==> src/hw/damr_pkg.sv <==
// Purpose: shared constants for the dram address mux with refresh counter
// Assumes: one 20 MHz clock, synchronous active high reset
// Notes:   widths, select encodings, counter constants and reset levels
package damr_pkg;
  localparam int unsigned ADDR_W      = 11;
  localparam logic [10:0] CNT_RESET   = 11'h000;
  localparam logic [10:0] CNT_STEP    = 11'h001;
  localparam logic [10:0] CNT_ALL_ONE = 11'h7FF;
  localparam logic        ROW_SEL_LVL = 1'b0;
  localparam logic        REF_ACT_LVL = 1'b0;
  // reset levels: select negated and step high, so no false step edge
  localparam logic [25:0] SYNC_RESET  = 26'h000000A;
  localparam logic        STEP_IDLE   = 1'b1;
  localparam logic [10:0] OUT_RESET   = 11'h7FF;

  typedef enum logic [1:0] {
    DAMR_SRC_ROW = 2'b00,
    DAMR_SRC_COL = 2'b01,
    DAMR_SRC_REF = 2'b11
  } damr_src_t;
endpackage : damr_pkg

==> src/hw/damr_cnt_if.sv <==
// Purpose: carries the refresh counter controls and value
// Assumes: all signals on CLK_I of the top module
// Notes:   step is a one-cycle rising edge pulse
`timescale 1ns/100ps
interface damr_cnt_if;
  logic        step;
  logic        clear;
  logic [10:0] value;
  modport ctl (output step, output clear, input value);
  modport cnt (input step, input clear, output value);
endinterface : damr_cnt_if

==> src/hw/damr_top.sv <==
// Purpose: dram address multiplexer with refresh address counter
// Assumes: 20 MHz CLK_I, RST_I synchronous active high, async pins
// Notes:   two cycle pin sync, outputs registered, one extra cycle
`timescale 1ns/100ps
module damr_top (
  input  wire logic        CLK_I,
  input  wire logic        RST_I,
  input  wire logic [10:0] ROW_ADDR_IN_I,
  input  wire logic [10:0] COL_ADDR_IN_I,
  input  wire logic        REFRESH_SELECT_N_I,
  input  wire logic        ROW_COL_SELECT_I,
  input  wire logic        REFRESH_STEP_I,
  input  wire logic        COUNTER_CLEAR_I,
  output logic      [10:0] MEM_ADDR_OUT_N_O
);
  // ----------------------------------------
  // input synchronisers
  // ----------------------------------------
  logic [25:0] sync1_q;
  logic [25:0] sync2_q;
  logic        step_old_q;
  logic [10:0] addr_q;
  logic [10:0] addr_d;

  wire  [25:0] pins_in = {ROW_ADDR_IN_I, COL_ADDR_IN_I, REFRESH_SELECT_N_I,
                          ROW_COL_SELECT_I, REFRESH_STEP_I, COUNTER_CLEAR_I};
  wire  [10:0] row_s   = sync2_q[25:15];
  wire  [10:0] col_s   = sync2_q[14:4];
  wire         ref_n_s = sync2_q[3];
  wire         rc_s    = sync2_q[2];
  wire         step_s  = sync2_q[1];
  wire         clr_s   = sync2_q[0];

  // two flops per pin
  // reset to idle pin levels, so the edge detector sees no false rise
  always_ff @(posedge CLK_I) begin
    if (RST_I) begin
      sync1_q <= damr_pkg::SYNC_RESET;
      sync2_q <= damr_pkg::SYNC_RESET;
    end else begin
      sync1_q <= pins_in;
      sync2_q <= sync1_q;
    end
  end

  // ----------------------------------------
  // refresh counter
  // ----------------------------------------
  damr_cnt_if cnt_bus ();

  assign cnt_bus.step  = step_s && !step_old_q;
  assign cnt_bus.clear = clr_s;

  // step edge history
  always_ff @(posedge CLK_I) begin
    if (RST_I) begin
      step_old_q <= damr_pkg::STEP_IDLE;
    end else begin
      step_old_q <= step_s;
    end
  end

  damr_counter u_counter (
    .clk_i (CLK_I),
    .rst_i (RST_I),
    .cnt   (cnt_bus.cnt)
  );

  // ----------------------------------------
  // address selection
  // ----------------------------------------
  damr_pkg::damr_src_t src;

  assign src = (ref_n_s == damr_pkg::REF_ACT_LVL) ? damr_pkg::DAMR_SRC_REF
             : (rc_s == damr_pkg::ROW_SEL_LVL)    ? damr_pkg::DAMR_SRC_ROW
             : damr_pkg::DAMR_SRC_COL;

  assign addr_d = (src == damr_pkg::DAMR_SRC_REF) ? ~cnt_bus.value
                : (src == damr_pkg::DAMR_SRC_ROW) ? ~row_s
                : ~col_s;

  // output register, idle row zero gives all ones
  always_ff @(posedge CLK_I) begin
    if (RST_I) begin
      addr_q <= damr_pkg::OUT_RESET;
    end else begin
      addr_q <= addr_d;
    end
  end

  assign MEM_ADDR_OUT_N_O = addr_q;

  // ----------------------------------------
  // checks
  // ----------------------------------------
  property p_ref_out;
    @(posedge CLK_I) disable iff (RST_I)
      (!ref_n_s) |=> (MEM_ADDR_OUT_N_O == ~$past(cnt_bus.value));
  endproperty
  a_ref_out: assert property (p_ref_out)
    else $error("refresh address not on outputs");

  property p_row_out;
    @(posedge CLK_I) disable iff (RST_I)
      (ref_n_s && !rc_s) |=> (MEM_ADDR_OUT_N_O == ~$past(row_s));
  endproperty
  a_row_out: assert property (p_row_out)
    else $error("row address not on outputs");

  property p_col_out;
    @(posedge CLK_I) disable iff (RST_I)
      (ref_n_s && rc_s) |=> (MEM_ADDR_OUT_N_O == ~$past(col_s));
  endproperty
  a_col_out: assert property (p_col_out)
    else $error("column address not on outputs");

  property p_rc_ignored;
    @(posedge CLK_I) disable iff (RST_I)
      (!ref_n_s && !$past(ref_n_s) && $stable(cnt_bus.value)
       && $changed(rc_s))
        |=> $stable(MEM_ADDR_OUT_N_O);
  endproperty
  a_rc_ignored: assert property (p_rc_ignored)
    else $error("row/column select moved refresh output");

  property p_edge_counts;
    @(posedge CLK_I) disable iff (RST_I)
      (step_s && !step_old_q && !clr_s)
        |=> (cnt_bus.value == 11'($past(cnt_bus.value) + 11'h001));
  endproperty
  a_edge_counts: assert property (p_edge_counts)
    else $error("step edge did not count");

  // ----------------------------------------
  // further checks
  // ----------------------------------------
  // idle outputs during reset
  property p_out_reset;
    @(posedge CLK_I)
      RST_I |=> (MEM_ADDR_OUT_N_O == damr_pkg::OUT_RESET);
  endproperty
  a_out_reset: assert property (p_out_reset)
    else $error("outputs not idle after reset");

  property p_clear_ref_out;
    @(posedge CLK_I) disable iff (RST_I)
      (clr_s && !ref_n_s) ##1 (!ref_n_s)
        |=> (MEM_ADDR_OUT_N_O == ~damr_pkg::CNT_RESET);
  endproperty
  a_clear_ref_out: assert property (p_clear_ref_out)
    else $error("cleared count not on outputs");

  property p_clear_held;
    @(posedge CLK_I) disable iff (RST_I)
      (clr_s && $past(clr_s)) |-> (cnt_bus.value == damr_pkg::CNT_RESET);
  endproperty
  a_clear_held: assert property (p_clear_held)
    else $error("counter not held at zero");

  property p_count_cause;
    @(posedge CLK_I) disable iff (RST_I)
      $changed(cnt_bus.value) |-> ($past(cnt_bus.step) || $past(cnt_bus.clear));
  endproperty
  a_count_cause: assert property (p_count_cause)
    else $error("counter changed without step or clear");

  property p_wrap_top;
    @(posedge CLK_I) disable iff (RST_I)
      (cnt_bus.step && !cnt_bus.clear
       && cnt_bus.value == damr_pkg::CNT_ALL_ONE)
        |=> (cnt_bus.value == damr_pkg::CNT_RESET);
  endproperty
  a_wrap_top: assert property (p_wrap_top)
    else $error("counter did not wrap to zero");

  property p_ref_holds;
    @(posedge CLK_I) disable iff (RST_I)
      (!ref_n_s && !$past(ref_n_s) && $stable(cnt_bus.value))
        |=> $stable(MEM_ADDR_OUT_N_O);
  endproperty
  a_ref_holds: assert property (p_ref_holds)
    else $error("refresh output moved with steady count");

  property p_row_holds;
    @(posedge CLK_I) disable iff (RST_I)
      (ref_n_s && !rc_s && $past(ref_n_s) && !$past(rc_s) && $stable(row_s))
        |=> $stable(MEM_ADDR_OUT_N_O);
  endproperty
  a_row_holds: assert property (p_row_holds)
    else $error("row output moved with steady row");

  property p_col_holds;
    @(posedge CLK_I) disable iff (RST_I)
      (ref_n_s && rc_s && $past(ref_n_s) && $past(rc_s) && $stable(col_s))
        |=> $stable(MEM_ADDR_OUT_N_O);
  endproperty
  a_col_holds: assert property (p_col_holds)
    else $error("column output moved with steady column");
endmodule : damr_top

==> src/hw/damr_counter.sv <==
// Purpose: eleven bit refresh counter
// Assumes: step and clear are synchronous to clk_i
// Notes:   clear beats step; wraps from all ones to zero
`timescale 1ns/100ps
module damr_counter (
  input  wire logic clk_i,
  input  wire logic rst_i,
  damr_cnt_if.cnt   cnt
);
  logic [10:0] cnt_q;
  logic [10:0] cnt_d;

  // ----------------------------------------
  // next value
  // ----------------------------------------
  // clear over step
  // add one per step; natural wrap
  assign cnt_d = cnt.clear ? damr_pkg::CNT_RESET
               : cnt.step  ? 11'(cnt_q + damr_pkg::CNT_STEP)
               : cnt_q;

  always_ff @(posedge clk_i) begin
    if (rst_i) begin
      cnt_q <= damr_pkg::CNT_RESET;
    end else begin
      cnt_q <= cnt_d;
    end
  end

  assign cnt.value = cnt_q;

  // ----------------------------------------
  // checks
  // ----------------------------------------
  property p_step_adds;
    @(posedge clk_i) disable iff (rst_i)
      (cnt.step && !cnt.clear) |=> (cnt_q == 11'($past(cnt_q) + 11'h001));
  endproperty
  a_step_adds: assert property (p_step_adds)
    else $error("counter did not advance on step");

  property p_clear_zero;
    @(posedge clk_i) disable iff (rst_i)
      cnt.clear |=> (cnt_q == 11'h000);
  endproperty
  a_clear_zero: assert property (p_clear_zero)
    else $error("counter not zero after clear");

  property p_clear_wins;
    @(posedge clk_i) disable iff (rst_i)
      (cnt.clear && cnt.step) |=> (cnt_q == 11'h000);
  endproperty
  a_clear_wins: assert property (p_clear_wins)
    else $error("step beat clear");

  property p_wrap;
    @(posedge clk_i) disable iff (rst_i)
      (cnt.step && !cnt.clear && cnt_q == 11'h7FF) |=> (cnt_q == 11'h000);
  endproperty
  a_wrap: assert property (p_wrap)
    else $error("counter did not wrap");

  property p_hold;
    @(posedge clk_i) disable iff (rst_i)
      (!cnt.step && !cnt.clear) |=> $stable(cnt_q);
  endproperty
  a_hold: assert property (p_hold)
    else $error("counter moved without cause");
endmodule : damr_counter

==> config.mk <==
export PLATFORM = sky130hd
export DESIGN_NAME = damr_top
export DESIGN_NICKNAME = d
export VERILOG_FILES = /design/src/hw/damr_pkg.sv /design/src/hw/damr_cnt_if.sv /design/src/hw/damr_top.sv /design/src/hw/damr_counter.sv
export SDC_FILE = /design/constraint.sdc
export NUM_CORES = 1
export LEC_CHECK = 0
export ABC_AREA = 0
export BUFFER_PORTS_ARGS = -buffer_cell sky130_fd_sc_hd__buf_2
export CELL_PAD_IN_SITES_DETAIL_PLACEMENT = 0
export CELL_PAD_IN_SITES_GLOBAL_PLACEMENT = 1
export CORE_ASPECT_RATIO = 1.75
export CORE_UTILIZATION = 43
export CTS_CLUSTER_DIAMETER = 120
export CTS_CLUSTER_SIZE = 40
export DETAILED_ROUTE_END_ITERATION = 7
export PLACE_DENSITY_LB_ADDON = 0.1
export SYNTH_ARGS = -nofsm -noshare
export SYNTH_HDL_FRONTEND = slang
export SYNTH_SLANG_ARGS = --single-unit
==> constraint.sdc <==
create_clock -name CLK_I -period 1.95 [get_ports CLK_I]
set_clock_uncertainty 0.1 [all_clocks]
set_input_delay 0 -clock CLK_I [delete_from_list [all_inputs] [get_ports CLK_I]]
set_output_delay 0 -clock CLK_I [all_outputs]
set_load 0.01 [all_outputs]
==> results by group, run 1 <==
Routing
  – Routed via count: 1568
  – Vias per cell: ~4.3
  – DR WL/cell: 9.82 µm
  – # DRC: 0
  – DRC marker count from the first detailed-route iteration: 58
  – WL final: between 3000 and 4000 µm
  – Routed Antenna Nets: 0
  – DRT Pass-1 Iters: 4

GRT
  – Total congestion overflow: 0
  – Initial antenna violation count: 0
  – Overall routing resource usage: 14.4%
  – Number of global-route vias before repair: 1487
  – First-pass GRT wire length: roughly 6400 µm
  – Largest net degree at the start of global routing: 40

Worst setup path
  – CP required: 2.11 ns
  – Critical path peak fanout: 7
  – R2R depth: 4
  – Critical Path End Type: register
  – CP Launch Type: register
  – Crit path DAT: ~1.8 ns
  – Setup CP Type: register to register

Yosys
  – Top-area cell type share of the netlist area: 62.0%
  – Synth cell types: 28
  – Yosys reg bits: 75
  – Syn Std Cell Area: roughly 2400 µm²
  – Synth top area cells: dfxtp_1 62%, nor2b_1 12%, mux2i_1 5.8%, a211o_1 4.0%, nor2_1 2.3%
  – Syn Nets: 248
  – Seq/Total Area, Yosys: 62.0%
  – Mapped Avg Cell Area: about 11 µm²
  – Top cell type by total area after synthesis: dfxtp_1
  – Synth warnings: 0
  – Cells after Synth: 219

STA
  – Final hold violations: 0
  – Fmax: 632 MHz
  – Final Slew Violations: 0
  – Fin Hold WS: 0.0147 ns
  – Least-Margin Pin Slew: 0.606 ns
  – Crit path time final: 1.58 ns
  – Crit share post-route: around four fifths
  – # setup viols final: 0
  – Slew HR: between 50 and 60%
  – Post-route worst setup slack: 0.367 ns
  – Setup TNS: 0 ns
  – RSZ-0062 raised after global routing: no

Finish
  – # nets final: around 320
  – Synthesis-to-finish area growth: 30.7%
  – Commonest non-fill, non-tap cell in the layout: dfxtp_1
  – Reg area: 1500 µm²
  – Finished Cell Area: 3170 µm²
  – Multi-input gate area: about 860 µm²
  – Layout cells sized above 1: ~22%
  – Diodes inserted: 0
  – Most frequent cells in the layout: 75 x dfxtp_1, 48 x nor2b_1, 38 x buf_2, 26 x dlygate4sd3_1, 15 x nor2_1
  – Fin util: approximately three fifths
  – Number of fill cells: 487
  – Cell Count, Final, Fillers Out: about 370

Pwr
  – Worst vdd ir: 0.605 mV
  – PwrDens: 960 nW/µm²
  – Switching fraction of total power: 20.3%
  – Power Total: 3.04 mW
  – P_sw: 618 µW
  – Gate power share: 5.9%
  – P_int: roughly 2.4 mW
  – Flop pwr share: between 50% and 60%
  – Pleak: 1.28 nW
  – Clock share of power: around 41%

Run status
  – Status: finished, final reports clean

Floorplan
  – Row cnt: 35
  – I/O Pins: 39
  – Initial Utilization: 45.3%
  – Total core area: 5340 µm²
  – Die Area: 5950 µm²
  – Die Y: about 100 µm
  – Die X: 58.7 µm

Clock tree
  – Clk sinks: 75
  – Clock-pin slew on the worst setup and hold paths: about 0.07 ns
  – H-tree Lvls: 3
  – TritonCTS clock tree: done
  – TritonCTS buffer count: 9
  – Clock Tree Buf Depth: 2
  – Worst skew pair latency: 0.33 ns
  – Clock root cell: clkbuf_8
  – Post-CTS Setup Bufs: 0

Placed design
  – Post-DP HPWL: 2340 µm
  – # port buffers: 38
  – Dpl cells: 324
  – GP Congestion: 0.756
  – Placed Area: between 2000 and 3000 µm²
  – Pre-CTS WS: 0.366 ns

Min path
  – Cells on Worst Hold Path: 2
  – Hold Crit Class: primary input to register

Job
  – Max-Cap Viols: 0
## state kept, by name (all words and copies together) (netlist names)
signal,count
u_counter.cnt.value,11
sync2_q,26
sync1_q,26
MEM_ADDR_OUT_N_O,11
step_old_q,1
## worst max-delay path: stages (launching register included)
cell and delay [ns]:
dfxtp_1 0.40, ha_1 0.19, nand4b_1 0.24, or4_1 0.46, a21oi_1 0.14
## final cells by class
| type | count | share of cell area [%] |
|---|---|---|
| inverters | 4 | 0.474 |
| repair buffers | 68 | 15.2 |
| flip-flops and latches | 75 | 47.4 |
| multi-input cells | 129 | 27.2 |
| well taps | 74 | 2.92 |
| clock inverters | 6 | 2.85 |
| clock buffers | 9 | 3.91 |
## logic make-up after synthesis
kind of cell    after synthesis  synth area share (%)
fa+ha+maj                     1                 0.517
simple gates                 89                  21.4
compound gates               23                  7.18
xor+xnor                      2                 0.724
buf+inv                      15                  2.38
flops                        75                  62.0
mux                          14                  5.79
## power groups by stage
stage | registers (mW) | logic, mW | clock network [mW]
4_1_cts | 1.61 | 0.181 | 1.29
2_1_floorplan | 1.65 | 0.0879 | 0
3_3_place_gp | 1.65 | 0.141 | 0
5_1_grt | 1.62 | 0.201 | 1.38
6_report | 1.61 | 0.179 | 1.25
3_5_place_dp | 1.65 | 0.142 | 0
## layer usage
metal | GRT usage (%) | share of wire (%) | routed length [µm] | vias to the layer above
met3 | 5.11 | 3.6 | 129 | 6
met1 | 16.0 | 44 | 1590 | 664
met2 | 23.0 | 50 | 1790 | 35
li1 | - | - | - | 863
met4 | 8.79 | 2.0 | 70 | 0
met5 | 0 | 0 | 0 | -
## Yosys cell counts (all sizes together)
cell	n
ha	1
buf	3
nand3b	1
a211o	11
or3	5
xor2	1
nor4	2
o21ai	3
clkbuf	8
nand2	6
o311ai	2
mux2i	14
xnor2	1
o31ai	1
or2	6
dfxtp	75
nand4b	2
or4	1
nand3	1
nor2	15
inv	4
nor2b	48
nand4	1
o41ai	2
a21oi	4
nand2b	1
## path summary, 6_finish.rpt
kind | slack, ns | start | end
worst max-delay path | 0.37 | u_counter.cnt.value[0] | u_counter.cnt.value[8]
worst min register to register | 0.31 | sync1_q[1] | sync2_q[1]
worst max register to register | 0.37 | u_counter.cnt.value[0] | u_counter.cnt.value[8]
worst min-delay path | 0.01 | RST_I | sync1_q[15]
## timing repair
action	4_1_cts	5_1_grt
resized for setup	0	0
endpoints found under the hold margin	26	0
hold buffers	26	0
Note: power is estimated with default switching activity, not from simulation.
==> run 2, diff against run 1 <==
Settings changed: CORE_UTILIZATION 43 to 38.
Clock period 1.95 ns to 1.3 ns, I/O delays scaled along.
==> run 2 against run 1 <==
The flow now finishes with violations (setup timing). Power is 35% higher. Combinational power is 61% higher. Hold slack better by 0.27 ns. Wire length increased by 16%. Design area grew 9.2%. Register-to-register slack lost 0.51 ns. Maximum frequency is 9.5% higher. Count of clock-buffer cells in the layout rose by 1.
==> results by group, run 2 (synthesized netlist as in run 1, its figures left out) <==
Placed design
  – GP Congestion: 0.756 (unchanged)
  – Dpl cells: 342 (+5.6%)
  – # port buffers: 38 (unchanged)
  – Post-DP HPWL: 2650 µm (+13%)
  – Placed Area: 2820 µm² (+4.7%)

Worst setup path
  – Stages on the worst setup path: 5 (+1)
  – Buf+Inv Stages, Crit Path: 1 (+1)
  – CP Launch Type: register
  – Crit-path max cell delay: 0.41 ns (-0.05 ns)
  – Critical Path End Type: register
  – Critical path's slowest cell: or4_4
  – Worst path cell trace: ha_4 -> nand4b_1 -> buf_6 -> or4_4 -> a21oi_2
  – Crit path DAT: 1.62 ns (-0.13 ns)
  – Setup CP Type: register to register
  – R2R depth: 5 (+1)
  – CP required: 1.47 ns (-0.64 ns)
  – Critical path peak fanout: 6 (-1)
  – CP top delay family: simple AND/OR/NAND/NOR gates

Clock tree
  – Clock-pin slew on the worst setup and hold paths: 0.07 ns (about the same)
  – TritonCTS buffer count: 9 (unchanged)
  – Clock root cell: clkbuf_8
  – TritonCTS clock tree: done
  – Clk sinks: 75 (unchanged)
  – H-tree Lvls: 3 (unchanged)
  – Clock Tree Buf Depth: 2 (unchanged)
  – Worst skew pair latency: 0.33 ns (about the same)

STA
  – Least-Margin Pin Slew: 0.573 ns (-0.0323 ns)
  – Slew HR: 61.6% (+2.1 points)
  – Final Slew Violations: 0 (unchanged)
  – RSZ-0062 raised after global routing: yes
  – Fin Hold WS: 0.282 ns (+0.268 ns)
  – Setup TNS: -0.655 ns (-0.655 ns)
  – Crit share post-route: 111% (+30 points)
  – Crit path time final: 1.45 ns (-0.137 ns)
  – Post-route worst setup slack: -0.146 ns (-0.513 ns)
  – Fmax: 691 MHz (+9.5%)
  – # setup viols final: 8 (+8)
  – Final hold violations: 0 (unchanged)

Pwr
  – Gate power share: 7.1% (+1.2 points)
  – P_int: 3.23 mW (+33%)
  – Switching fraction of total power: 21.1% (+0.73 points)
  – Worst vdd ir: 0.749 mV (+24%)
  – Flop pwr share: 59.1% (+6.1 points)
  – PwrDens: 1180 nW/µm² (+23%)
  – P_sw: 862 µW (+39%)
  – Pleak: 1.44 nW (+13%)
  – Clock share of power: 33.8% (-7.3 points)

Routing
  – Routed Antenna Nets: 0 (unchanged)
  – WL final: 4140 µm (+16%)
  – DRT Pass-1 Iters: 4 (unchanged)
  – Routed via count: 1696 (+8.2%)
  – # DRC: 0 (unchanged)
  – Vias per cell: 4.32 (+0.46%)
  – DRC marker count from the first detailed-route iteration: 31 (-47%)
  – DR WL/cell: 10.5 µm (+7.4%)

Min path
  – Cells on Worst Hold Path: 3 (+1)
  – Hold Crit Class: primary input to register

GRT
  – Largest net degree at the start of global routing: 49 (+23%)
  – Total congestion overflow: 0 (unchanged)
  – First-pass GRT wire length: 7130 µm (+12%)
  – Initial antenna violation count: 0 (unchanged)
  – GR Layer Usage met2: 24.9% (+1.9 points)
  – Most used routing layer: met2
  – Met1 Track Usage GR: 14.1% (-1.9 points)
  – Met3 Use GR: 4.77% (-0.34 points)
  – Number of global-route vias before repair: 1668 (+12%)
  – Overall routing resource usage: 14.3% (-0.10 points)

Floorplan
  – Row cnt: 38 (+8.6%)
  – Die X: 62.3 µm (+6.2%)
  – Die Area: 6710 µm² (+13%)
  – Initial Utilization: 39.2% (-6.1 points)
  – I/O Pins: 39 (unchanged)
  – Die Y: 108 µm (+6.3%)
  – Total core area: 6180 µm² (+16%)

Run status
  – Status: complete, but fails checks
  – Violated checks: setup timing

Finish
  – Synthesis-to-finish area growth: 42.8%
  – Reg area: 1510 µm² (+0.58%)
  – Commonest non-fill, non-tap cell in the layout: dfxtp_1
  – Cell Count, Final, Fillers Out: 393 (+7.7%)
  – # nets final: 339 (+7.3%)
  – Layout cells sized above 1: 31.9% (+9.6 points)
  – Biggest regs: sync1_q: 26 flops, sync2_q: 26 flops
  – Finished Cell Area: 3460 µm² (+9.2%)
  – Most frequent cells in the layout: 70 x dfxtp_1, 48 x nor2b_1, 38 x buf_2, 28 x dlygate4sd3_1, 17 x buf_4
  – Number of fill cells: 586 (+20%)
  – Multi-input gate area: 970 µm² (+12%)
  – Diodes inserted: 0 (unchanged)
  – Fin util: 55.9% (-3.3 points)

Job
  – Max-Cap Viols: 0 (unchanged)
run 2: power by group through the flow:
stage | Clock [mW] | Sequential, mW | Combinational (mW)
after global routing | 1.58 | 2.43 | 0.325
after global placement | 0 | 2.47 | 0.222
after detailed placement | 0 | 2.47 | 0.223
after floorplan | 0 | 2.47 | 0.132
final | 1.38 | 2.42 | 0.289
after CTS | 1.46 | 2.42 | 0.291
run 2: path summary, 6_finish.rpt:
path / start / end / slack (ns)
worst max-delay path: u_counter.cnt.value[0] / u_counter.cnt.value[8] / -0.15
worst min register to register: sync1_q[3] / sync2_q[3] / 0.31
worst min-delay path: REFRESH_SELECT_N_I / sync1_q[3] / 0.28
worst max register to register: u_counter.cnt.value[0] / u_counter.cnt.value[8] / -0.15
run 2: metal layers:
metal | up-vias | part of all wire (%)
li1 | 906 | -
met4 | 0 | 1.8
met3 | 6 | 4.0
met2 | 39 | 53
met5 | - | 0
met1 | 745 | 41
run 2: worst register-to-register path, cell delays in order, from the launching register on:
cell and delay, ns:
dfxtp_4 0.37, ha_4 0.13, nand4b_1 0.11, buf_6 0.15, or4_4 0.41, a21oi_2 0.13
run 2: cell type report:
type | count | area share (%)
clock buffer | 10 | 3.69
inverter | 4 | 0.434
timing repair buffer | 91 | 20.7
sequential | 75 | 43.7
tap | 80 | 2.90
multi-input combinational | 129 | 28.0
clock inverter | 4 | 0.579
run 2: per-stage QoR:
step,setup WS (ns),power (mW)
after floorplan,-0.0939,2.60
after global placement,-0.204,2.69
after detailed placement,-0.223,2.70
after CTS,-0.154,4.17
after global routing,-0.187,4.33
final,-0.146,4.09
run 2: timing repair:
action                                 CTS  global route
buffers inserted                         6             3
pin swaps                                5             5
endpoints found under the hold margin   34             0
setup endpoints to repair               19             8
resized for setup                       15            14
hold buffers                            28             0
